File: config.mk
export PLATFORM = sky130hd
export DESIGN_NAME = synth_serial_program_port
export DESIGN_NICKNAME = d
export VERILOG_FILES = /design/src/frac_main_divider.v /design/src/synth_serial_program_port.v
export VERILOG_INCLUDE_DIRS = /design/src
export SDC_FILE = /design/constraint.sdc
export NUM_CORES = 1
export LEC_CHECK = 0
export BUFFER_PORTS_ARGS = -buffer_cell sky130_fd_sc_hd__clkbuf_2
export CAP_MARGIN = 0
export CORE_MARGIN = 2
export CORE_UTILIZATION = 56
export CTS_CLUSTER_SIZE = 8
export DETAILED_ROUTE_END_ITERATION = 8
export HOLD_SLACK_MARGIN = 0.03
export PLACE_DENSITY = 0.84
export SYNTH_ARGS = -nofsm -noshare
export SYNTH_HDL_FRONTEND = slang
export SYNTH_HIERARCHICAL = 1
export SYNTH_SLANG_ARGS = --single-unit
export TNS_END_PERCENT = 5
File: constraint.sdc
create_clock -name CORE_CLK_IN -period 6.1 [get_ports CORE_CLK_IN]
set_input_delay 0.305 -clock CORE_CLK_IN [delete_from_list [all_inputs] [get_ports CORE_CLK_IN]]
set_output_delay 0.305 -clock CORE_CLK_IN [all_outputs]
set_load 0.01 [all_outputs]
File: src/synth_port_consts.vh
// constants shared by the serial programming port and its fractional divider
`ifndef SYNTH_PORT_CONSTS_VH
`define SYNTH_PORT_CONSTS_VH

// ****************************************
// serial word geometry
// ****************************************
`define WORD_W 24
`define WORD_MSB 23
`define ADDR_HI 23
`define ADDR_LO 22
`define ADDR_EXT 21

// ****************************************
// address codes
// ****************************************
`define ADDR_MAIN 2'h0
`define ADDR_REF 2'h1
`define ADDR_AUX 2'h2
`define ADDR_TEST_PAIR 2'h3
`define ADDR_TEST_EXT 1'h0

// ****************************************
// word kinds, one-hot, none as zero
// ****************************************
`define KIND_NONE 4'h0
`define KIND_MAIN 4'h1
`define KIND_REF 4'h2
`define KIND_AUX 4'h4
`define KIND_TEST 4'h8

// ****************************************
// main divider word fields
// ****************************************
`define MAIN_FM_BIT 21
`define MAIN_NF_HI 20
`define MAIN_NF_LO 18
`define MAIN_N_HI 17
`define MAIN_N_LO 2
`define MAIN_SK_HI 1
`define MAIN_SK_LO 0

// ****************************************
// reference/compensation word fields
// ****************************************
`define REF_R_HI 21
`define REF_R_LO 12
`define REF_L_HI 11
`define REF_L_LO 10
`define REF_PM_BIT 9
`define REF_PA_BIT 8
`define REF_FC_HI 7
`define REF_FC_LO 0

// ****************************************
// auxiliary and test payloads
// ****************************************
`define AUX_HI 21
`define TEST_HI 20

// ****************************************
// reset values
// ****************************************
`define RST_FM 1'h0
`define RST_NF 3'h2
`define RST_N 16'h2230
`define RST_SK 2'h0
`define RST_R 10'h051
`define RST_L 2'h0
`define RST_PM 1'h1
`define RST_PA 1'h1
`define RST_FC 8'h50
`define RST_AUX 22'h000000
`define RST_TEST 21'h000000

// ****************************************
// fractional accumulator
// ****************************************
`define MOD_FIVE 4'h5
`define MOD_EIGHT 4'h8
`define ACC_ZERO 3'h0
`define DIV_STEP 16'h0001
`define COUNT_END 16'h0000

`endif

File: src/frac_main_divider.v
// fractional-n main divider with modulo 5/8 accumulator and synchronous ratio reload
`include "synth_port_consts.vh"

module frac_main_divider (
  input wire clk_in,              // core clock, stands for the prescaled input
  input wire rst_in,              // synchronous reset, active high
  input wire [15:0] ratio_in,     // programmed main divide ratio
  input wire mod_sel_in,          // 1 modulo five, 0 modulo eight
  input wire [2:0] inc_in,        // fractional increment
  output reg div_pulse_out,       // one-cycle pulse at end of each divider cycle
  output reg [2:0] acc_out,       // fractional accumulator contents
  output reg [15:0] active_ratio_out // ratio in use for the current cycle
);

  reg [15:0] count_q;
  reg mod_q;
  reg [2:0] inc_q;
  wire [3:0] modulus;
  wire [3:0] sum;
  wire ovf;
  wire [3:0] acc_next;

  assign modulus = mod_q ? `MOD_FIVE : `MOD_EIGHT;
  assign sum = {1'b0, acc_out} + {1'b0, inc_q};
  assign ovf = (sum >= modulus);
  assign acc_next = ovf ? (sum - modulus) : sum;

  // ****************************************
  // divider and accumulator
  // ****************************************
  // ratio, modulus and increment are only taken at the cycle boundary,
  // so a reload never cuts a division short
  always @(posedge clk_in) begin
    if (rst_in) begin
      count_q <= `RST_N - `DIV_STEP;
      active_ratio_out <= `RST_N;
      mod_q <= `RST_FM;
      inc_q <= `RST_NF;
      acc_out <= `ACC_ZERO;
      div_pulse_out <= 1'b0;
    end else begin
      div_pulse_out <= 1'b0;
      if (count_q == `COUNT_END) begin
        div_pulse_out <= 1'b1;
        active_ratio_out <= ratio_in;
        mod_q <= mod_sel_in;
        inc_q <= inc_in;
        // a stale residue could exceed the new modulus
        if (mod_sel_in != mod_q) begin
          acc_out <= `ACC_ZERO;
        end else begin
          acc_out <= acc_next[2:0];
        end
        if (ovf) begin
          count_q <= ratio_in;
        end else begin
          count_q <= ratio_in - `DIV_STEP;
        end
      end else begin
        count_q <= count_q - `DIV_STEP;
      end
    end
  end

endmodule

File: src/synth_serial_program_port.v
// three-wire serial programming port with word decode and register bank
`include "synth_port_consts.vh"

module synth_serial_program_port (
  input wire CORE_CLK_IN,                 // core clock, 200 MHz
  input wire RST_IN,                      // synchronous reset, active high
  input wire SER_CLK_IN,                  // serial programming clock pin
  input wire SER_DATA_IN,                 // serial programming data pin
  input wire LATCH_EN_IN,                 // latch enable pin, active high
  output reg [15:0] MAIN_RATIO_OUT,       // programmed main divide ratio
  output reg FRACTION_MODULUS_SELECT_OUT, // 1 modulo five, 0 modulo eight
  output reg [2:0] FRACTION_INCREMENT_OUT,// fractional increment
  output reg [1:0] SPARE_BITS_OUT,        // spare bits hi, lo
  output reg [7:0] COMP_DAC_SETTING_OUT,  // working compensation dac value
  output reg [7:0] COMP_DAC_HELD_OUT,     // held compensation dac value
  output reg [9:0] REF_RATIO_OUT,         // reference divider ratio
  output reg [1:0] LOCK_MODE_OUT,         // lock detect output mode
  output reg MAIN_POWER_OUT,              // main loop powered
  output reg AUX_POWER_OUT,               // auxiliary loop powered
  output reg [21:0] AUX_WORD_OUT,         // auxiliary/charge-pump word payload
  output reg [20:0] TEST_WORD_OUT,        // test word payload
  output reg [3:0] WORD_KIND_OUT,         // kind of last latched word, one-hot, or zero if undecoded
  output reg SPEEDUP_OUT,                 // charge pump speed-up request
  output wire MAIN_DIV_PULSE_OUT,         // end of main divider cycle pulse
  output wire [2:0] FRAC_ACC_OUT,         // fractional accumulator contents
  output wire [15:0] ACTIVE_RATIO_OUT     // ratio in use by the divider
);

  // ****************************************
  // states of the serial front end
  // ****************************************
  localparam ST_SHIFT = 2'b01;
  localparam ST_FROZEN = 2'b10;

  // ****************************************
  // word decode
  // ****************************************
  // three address bits only matter for the test word; the extended
  // code not assigned to it decodes to nothing and is dropped
  function [3:0] word_kind;
    input [2:0] addr;
    begin
      case (addr[2:1])
        `ADDR_MAIN: word_kind = `KIND_MAIN;
        `ADDR_REF: word_kind = `KIND_REF;
        `ADDR_AUX: word_kind = `KIND_AUX;
        `ADDR_TEST_PAIR: begin
          if (addr[0] == `ADDR_TEST_EXT) begin
            word_kind = `KIND_TEST;
          end else begin
            word_kind = `KIND_NONE;
          end
        end
        default: word_kind = `KIND_NONE;
      endcase
    end
  endfunction

  // ****************************************
  // pin synchronisers
  // ****************************************
  reg sclk_s1_q;
  reg sclk_s2_q;
  reg sclk_s3_q;
  reg data_s1_q;
  reg data_s2_q;
  reg le_s1_q;
  reg le_s2_q;
  reg le_s3_q;
  wire sclk_rise;
  wire le_rise;
  wire le_fall;

  // all three pins share one latency, so data is seen aligned to its clock
  always @(posedge CORE_CLK_IN) begin
    if (RST_IN) begin
      sclk_s1_q <= 1'b0;
      sclk_s2_q <= 1'b0;
      sclk_s3_q <= 1'b0;
      data_s1_q <= 1'b0;
      data_s2_q <= 1'b0;
      le_s1_q <= 1'b0;
      le_s2_q <= 1'b0;
      le_s3_q <= 1'b0;
    end else begin
      sclk_s1_q <= SER_CLK_IN;
      sclk_s2_q <= sclk_s1_q;
      sclk_s3_q <= sclk_s2_q;
      data_s1_q <= SER_DATA_IN;
      data_s2_q <= data_s1_q;
      le_s1_q <= LATCH_EN_IN;
      le_s2_q <= le_s1_q;
      le_s3_q <= le_s2_q;
    end
  end

  assign sclk_rise = sclk_s2_q & ~sclk_s3_q;
  assign le_rise = le_s2_q & ~le_s3_q;
  assign le_fall = ~le_s2_q & le_s3_q;

  // ****************************************
  // front end state
  // ****************************************
  reg [1:0] st_q;
  reg [1:0] st_d;

  always @* begin
    st_d = st_q;
    case (st_q)
      ST_SHIFT: begin
        if (le_s2_q) begin
          st_d = ST_FROZEN;
        end
      end
      ST_FROZEN: begin
        if (!le_s2_q) begin
          st_d = ST_SHIFT;
        end
      end
      default: st_d = ST_SHIFT;
    endcase
  end

  always @(posedge CORE_CLK_IN) begin
    if (RST_IN) begin
      st_q <= ST_SHIFT;
    end else begin
      st_q <= st_d;
    end
  end

  // ****************************************
  // shift register
  // ****************************************
  reg [23:0] shift_q;
  reg [23:0] shift_d;
  wire shifting;

  // a clock edge that meets the latch rise is already frozen out
  assign shifting = (st_q == ST_SHIFT) && !le_s2_q && sclk_rise;

  always @* begin
    shift_d = shift_q;
    if (shifting) begin
      // first bit in walks down to bit 0, last bit in stays on top
      shift_d = {data_s2_q, shift_q[`WORD_MSB:1]};
    end
  end

  always @(posedge CORE_CLK_IN) begin
    if (RST_IN) begin
      shift_q <= {`WORD_W{1'b0}};
    end else begin
      shift_q <= shift_d;
    end
  end

  // ****************************************
  // latch decode
  // ****************************************
  wire [3:0] latch_kind;
  wire take_main;
  wire take_ref;
  wire take_aux;
  wire take_test;

  assign latch_kind = word_kind(shift_q[`ADDR_HI:`ADDR_EXT]);
  assign take_main = le_rise && (latch_kind == `KIND_MAIN);
  assign take_ref = le_rise && (latch_kind == `KIND_REF);
  assign take_aux = le_rise && (latch_kind == `KIND_AUX);
  assign take_test = le_rise && (latch_kind == `KIND_TEST);

  // ****************************************
  // main divider word
  // ****************************************
  // ratio range is the host's concern; any value is stored as sent
  always @(posedge CORE_CLK_IN) begin
    if (RST_IN) begin
      MAIN_RATIO_OUT <= `RST_N;
      FRACTION_MODULUS_SELECT_OUT <= `RST_FM;
      FRACTION_INCREMENT_OUT <= `RST_NF;
      SPARE_BITS_OUT <= `RST_SK;
    end else if (take_main) begin
      MAIN_RATIO_OUT <= shift_q[`MAIN_N_HI:`MAIN_N_LO];
      FRACTION_MODULUS_SELECT_OUT <= shift_q[`MAIN_FM_BIT];
      FRACTION_INCREMENT_OUT <= shift_q[`MAIN_NF_HI:`MAIN_NF_LO];
      SPARE_BITS_OUT <= shift_q[`MAIN_SK_HI:`MAIN_SK_LO];
    end
  end

  // ****************************************
  // compensation dac, held then committed
  // ****************************************
  always @(posedge CORE_CLK_IN) begin
    if (RST_IN) begin
      COMP_DAC_HELD_OUT <= `RST_FC;
      COMP_DAC_SETTING_OUT <= `RST_FC;
    end else begin
      if (take_ref) begin
        COMP_DAC_HELD_OUT <= shift_q[`REF_FC_HI:`REF_FC_LO];
      end
      if (take_main) begin
        COMP_DAC_SETTING_OUT <= COMP_DAC_HELD_OUT;
      end
    end
  end

  // ****************************************
  // reference word, working fields
  // ****************************************
  always @(posedge CORE_CLK_IN) begin
    if (RST_IN) begin
      REF_RATIO_OUT <= `RST_R;
      LOCK_MODE_OUT <= `RST_L;
      MAIN_POWER_OUT <= `RST_PM;
      AUX_POWER_OUT <= `RST_PA;
    end else if (take_ref) begin
      REF_RATIO_OUT <= shift_q[`REF_R_HI:`REF_R_LO];
      LOCK_MODE_OUT <= shift_q[`REF_L_HI:`REF_L_LO];
      MAIN_POWER_OUT <= shift_q[`REF_PM_BIT];
      AUX_POWER_OUT <= shift_q[`REF_PA_BIT];
    end
  end

  // ****************************************
  // auxiliary and test words
  // ****************************************
  always @(posedge CORE_CLK_IN) begin
    if (RST_IN) begin
      AUX_WORD_OUT <= `RST_AUX;
      TEST_WORD_OUT <= `RST_TEST;
    end else begin
      if (take_aux) begin
        AUX_WORD_OUT <= shift_q[`AUX_HI:0];
      end
      if (take_test) begin
        TEST_WORD_OUT <= shift_q[`TEST_HI:0];
      end
    end
  end

  // ****************************************
  // latch bookkeeping and speed-up
  // ****************************************
  always @(posedge CORE_CLK_IN) begin
    if (RST_IN) begin
      WORD_KIND_OUT <= `KIND_NONE;
    end else if (le_rise) begin
      WORD_KIND_OUT <= latch_kind;
    end
  end

  // speed-up ends with the latch; a new main word while high cannot occur
  // because take_main needs a latch rise, which cannot come before le_fall
  always @(posedge CORE_CLK_IN) begin
    if (RST_IN) begin
      SPEEDUP_OUT <= 1'b0;
    end else if (le_fall) begin
      SPEEDUP_OUT <= 1'b0;
    end else if (take_main) begin
      SPEEDUP_OUT <= 1'b1;
    end
  end

  // ****************************************
  // fractional main divider
  // ****************************************
  frac_main_divider u_divider (
    .clk_in(CORE_CLK_IN),
    .rst_in(RST_IN),
    .ratio_in(MAIN_RATIO_OUT),
    .mod_sel_in(FRACTION_MODULUS_SELECT_OUT),
    .inc_in(FRACTION_INCREMENT_OUT),
    .div_pulse_out(MAIN_DIV_PULSE_OUT),
    .acc_out(FRAC_ACC_OUT),
    .active_ratio_out(ACTIVE_RATIO_OUT)
  );

endmodule

==> results.txt <==
The setup clock skew after layout is between 0.01 and 0.015 ns. The per-cell routed wire length is 15.72 um. The peak per-stage delay on the critical path is about 0.66 ns.

The first-iteration detailed-routing DRC count came out at approximately 400. The flip-flop cell with the highest count after synthesis is sky130_fd_sc_hd__dfxtp_1. Setup repair after global routing left no endpoint under its margin. The number of pins with negative max-slew slack in the final report was 0. The count of hold buffers inserted by post-cts repair came out at 0.

The count of antenna diodes in the layout came out at 0. The first global-routing pass estimated roughly 27,000 um of wire. For this run, the top clock speed supported by timing is 0.3553 GHz. For the pin with the worst max-slew slack, the measured transition is slightly above 1 ns.

After technology mapping, the gate count stands at slightly below 800. The count of flip-flops with a built-in enable after synthesis is 0. The HPWL after detailed placement came out at between 10,000 and 15,000 um.

The worst setup path is of the flip-flop to flip-flop kind. The layout-stage area growth over the synthesis result is 17.85%. The average via count per standard cell came out at about 5.4. The total track usage is about a quarter. Across all hold checks on the routed design, the worst slack comes to around 0.098 ns. In the synthesized netlist the async set-or-reset flop fraction comes to 0%. The share of total power dissipated in sequential elements is between 40% and 50%.

The filler cell count is around 1,000. The relative contribution of the clock network to total power is between 40% and 50%. Synthesis inferred 174 register bits.

A synthesized cell averages 8.927 um2. Entering global routing, the biggest net connects just under 90 pins. Sequential elements use between 50% and 60% of the synthesized area. Summed over all instances, the cell type with the most area after synthesis is sky130_fd_sc_hd__dfxtp_1.

The number of remaining DRC errors is 0. The die covers around 13,000 um2. The first detailed-routing pass ran for 5 iterations. The internal portion of the total power is 1.834 mW.

For the final routed database, the setup TNS stands at 0 ns. The top cell type's share of synthesized area came out at between 50% and 60%. Combinational cells account for under 10% of the total power. The path class of the tightest hold or removal check is input port to flip-flop. By area the synthesized netlist is led by sky130_fd_sc_hd__dfxtp_1 (50%), sky130_fd_sc_hd__nand2_1 (9.6%), sky130_fd_sc_hd__mux2i_1 (7.1%), sky130_fd_sc_hd__a21oi_1 (6.4%), sky130_fd_sc_hd__nand2b_1 (4.2%). The count of warnings emitted by yosys came out at 6. The number of placement rows is 40.

The aggregate global routing overflow is 0. The count of maximum capacitance violations is 0. The net switching fraction of the power came out at 21.23%. The final worst setup slack came out at roughly 3.3 ns.

The number of gates resized after CTS was 0. The count of endpoints failing setup in the final report came out at 0. The worst path arrival time came out at 3.10 ns. The number of nets produced by synthesis is between 700 and 800.

The chip height came out at 115.4 um. The boundary pin count is roughly 130. The slowest stage of the critical path belongs to the cell sky130_fd_sc_hd__o211ai_1. In this run the horizontal extent of the chip is 115.4 um.

The required time reported for the critical path endpoint came out at approximately 6.4 ns. The standby leakage power came out at 3.314 nW. The count of cell types in the netlist came out at 57. The number of buffers created by CTS came out at 17. The smallest clock period supported by the final layout is computed as approximately 2.8 ns. The clock passes through at most 2 buffers.

VDD sags by at most roughly 0.22 mV. The CTS sink count is between 150 and 200. The initial cell density of the core came out at between 50% and 60%.

TritonCTS built the clock tree. The cell type group with the largest total delay on the critical path is adder cells. Buffers added to address setup during post-CTS repair amount to 0. The net switching power of the design came out at 0.4943 mW.

The via count of the first global-routing pass came out at 5,261. The worst slack at placement came out at between 3 and 4 ns. The hold violation total from the final report is 0. The fraction of layout cells with a size suffix above 1 is 18.81%. The routability-driven placement congestion ratio came out at 0.8389. The worst setup path is captured at a flip-flop.

The detail route stage leaves a number of antenna-violating nets equal to 0. Power spread over the standard cell area amounts to between 200 and 300 nW/um2. The buffers plus inverters on the worst setup path came out at 1. The worst-skew pair later-pin latency came out at approximately 0.43 ns. The clock-pin slew of the registers on the worst-case setup and hold paths is around 0.07 ns. The flow ran to the end, and the final reports show no timing, DRC or antenna violations.

The level count of the clock H-tree came out at 4. The worst max-slew margin expressed relative to the limit is 32.91%. The tree is rooted in a sky130_fd_sc_hd__clkbuf_16. Traced cell by cell, the critical path runs through ha_1, inv_1, fa_1, xnor2_1, ha_1, nand2_1, o211ai_1, nor2_1, xnor2_1, o211ai_1.

The top fanout value on the critical path came out at 10. The synthesized area came out at around 7000 um2. The number of antenna violations at the first check in global routing came out at 0. The core region area is around 12,000 um2.

The total routed wirelength came out at 16,680 um. The category of the worst setup path launch point is a flip-flop. The port buffer count came out at between 100 and 150. The final worst-path cycle share came out at 46.14%. The detailed-route via count is between 5,000 and 6,000. The final net count came out at around 900.
## cells by family after synthesis
group,after synthesis,share of synthesized area (%)
adders and majority gates,10,1.907
and+or+nand+nor,337,23.41
muxes,49,7.053
AOI/OAI and AO/OA,127,10.49
xor gates and xnor gates,23,2.897
buffers and inverters,59,4.156
DFF,174,50.09
## power groups by stage
stage	logic [mW]	registers (mW)	clock network, mW
5_1_grt	0.0594	1.15	1.18
3_5_place_dp	0.0534	1.18	0
3_3_place_gp	0.0531	1.18	0
6_report	0.0540	1.15	1.12
4_1_cts	0.0538	1.15	1.13
2_1_floorplan	0.0414	1.18	0
## worst register-to-register path: stages, from the launching register on
cell                       delay (ns)
sky130_fd_sc_hd__dfxtp_1         0.36
sky130_fd_sc_hd__ha_1            0.18
sky130_fd_sc_hd__inv_1           0.05
sky130_fd_sc_hd__fa_1            0.37
sky130_fd_sc_hd__xnor2_1         0.16
sky130_fd_sc_hd__ha_1            0.33
sky130_fd_sc_hd__nand2_1         0.12
sky130_fd_sc_hd__o211ai_1        0.66
sky130_fd_sc_hd__nor2_1          0.14
sky130_fd_sc_hd__xnor2_1         0.21
sky130_fd_sc_hd__o211ai_1        0.10
## stage by stage
stage	util (%)	cells	total power, mW	area [um2]
detailed placement	62.82	1029	1.230	7577
global route	67.95	1061	2.388	8195
global placement	62.82	1029	1.229	7577
finish	67.95	1061	2.328	8195
CTS	67.95	1061	2.336	8195
floorplan	-	779	1.217	6954
## layer usage
layer / GRT usage, % / routed length [um] / up-vias
li1: - / - / 2838
met1: 33.75 / 7338 / 2725
met2: 41.99 / 8022 / 187
met3: 5.439 / 1025 / 18
met4: 9.237 / 293 / 0
met5: 0 / 0 / -
## flip-flops by register name, summed over array words and instances, names as in the netlist, 2 cells and up
name,cells
u_divider/count_q,16
WORD_KIND_OUT,4
LOCK_MODE_OUT,2
MAIN_RATIO_OUT,16
COMP_DAC_HELD_OUT,8
SPARE_BITS_OUT,2
st_q,2
u_divider/inc_q,3
FRACTION_INCREMENT_OUT,3
TEST_WORD_OUT,21
AUX_WORD_OUT,22
shift_q,24
REF_RATIO_OUT,10
u_divider/active_ratio_out,16
u_divider/acc_out,3
COMP_DAC_SETTING_OUT,8
## cell type report
| class | instances | area (um2) | share of cell area, % |
|---|---|---|---|
| Inverter | 13 | 48.80 | 0.5954 |
| Clock inverter | 11 | 157.7 | 1.924 |
| Sequential cell | 174 | 3483 | 42.50 |
| Tap cell | 168 | 210.2 | 2.565 |
| Timing Repair Buffer | 128 | 653.1 | 7.969 |
| Clock buffer | 21 | 460.4 | 5.618 |
| Multi-Input combinational cell | 546 | 3182 | 38.82 |
## synth_stat cells, types with 2 or more instances
library cell and instances:
sky130_fd_sc_hd__nor4_2 2, sky130_fd_sc_hd__nor2_1 30, sky130_fd_sc_hd__nor3_1 37, sky130_fd_sc_hd__o31a_1 2, sky130_fd_sc_hd__and3_1 2, sky130_fd_sc_hd__clkbuf_1 30
sky130_fd_sc_hd__nor4b_1 2, sky130_fd_sc_hd__and2_1 3, sky130_fd_sc_hd__ha_1 9, sky130_fd_sc_hd__mux2i_1 49, sky130_fd_sc_hd__or3_1 2, sky130_fd_sc_hd__buf_4 2
sky130_fd_sc_hd__nand2_1 177, sky130_fd_sc_hd__buf_2 8, sky130_fd_sc_hd__o211ai_1 6, sky130_fd_sc_hd__xor2_1 8, sky130_fd_sc_hd__dfxtp_1 174, sky130_fd_sc_hd__and4bb_2 2
sky130_fd_sc_hd__a21o_1 2, sky130_fd_sc_hd__nor4_1 5, sky130_fd_sc_hd__o21ai_0 5, sky130_fd_sc_hd__o22ai_1 3, sky130_fd_sc_hd__a22o_1 2, sky130_fd_sc_hd__xnor2_1 15
sky130_fd_sc_hd__a21oi_1 89, sky130_fd_sc_hd__o21a_1 2, sky130_fd_sc_hd__buf_6 3, sky130_fd_sc_hd__inv_1 13, sky130_fd_sc_hd__nand2b_1 47, sky130_fd_sc_hd__a211oi_1 7
sky130_fd_sc_hd__nor2b_1 10, sky130_fd_sc_hd__nand3_1 6
## worst paths after layout
path,slack (ns),cells after the start,to,startpoint
max,3.29,10,u_divider/count_q[13],u_divider/acc_out[0]
min,0.1,2,sclk_s1_q,SER_CLK_IN
max reg2reg,3.29,10,u_divider/count_q[13],u_divider/acc_out[0]
min reg2reg,0.45,1,sclk_s2_q,sclk_s1_q
## layout by cell type, fill, tap and decap left out, types with 3 or more instances in the layout
cell                        instances
sky130_fd_sc_hd__clkbuf_16         17
sky130_fd_sc_hd__nand2b_1          47
sky130_fd_sc_hd__bufinv_16          3
sky130_fd_sc_hd__xnor2_1           15
sky130_fd_sc_hd__and2_1             3
sky130_fd_sc_hd__dfxtp_1          174
sky130_fd_sc_hd__nor2_1            30
sky130_fd_sc_hd__nor4_1             5
sky130_fd_sc_hd__a211oi_1           7
sky130_fd_sc_hd__mux2i_1           49
sky130_fd_sc_hd__o211ai_1           6
sky130_fd_sc_hd__nor2b_1           10
sky130_fd_sc_hd__ha_1               9
sky130_fd_sc_hd__inv_1             13
sky130_fd_sc_hd__buf_4              5
sky130_fd_sc_hd__o22ai_1            3
sky130_fd_sc_hd__clkinv_4           4
sky130_fd_sc_hd__nand2_1          177
sky130_fd_sc_hd__xor2_1             8
sky130_fd_sc_hd__nor3_1            37
sky130_fd_sc_hd__clkbuf_2         123
sky130_fd_sc_hd__a21oi_1           89
sky130_fd_sc_hd__nand3_1            6
sky130_fd_sc_hd__o21ai_0            5
(Power assumes the default switching activity.)
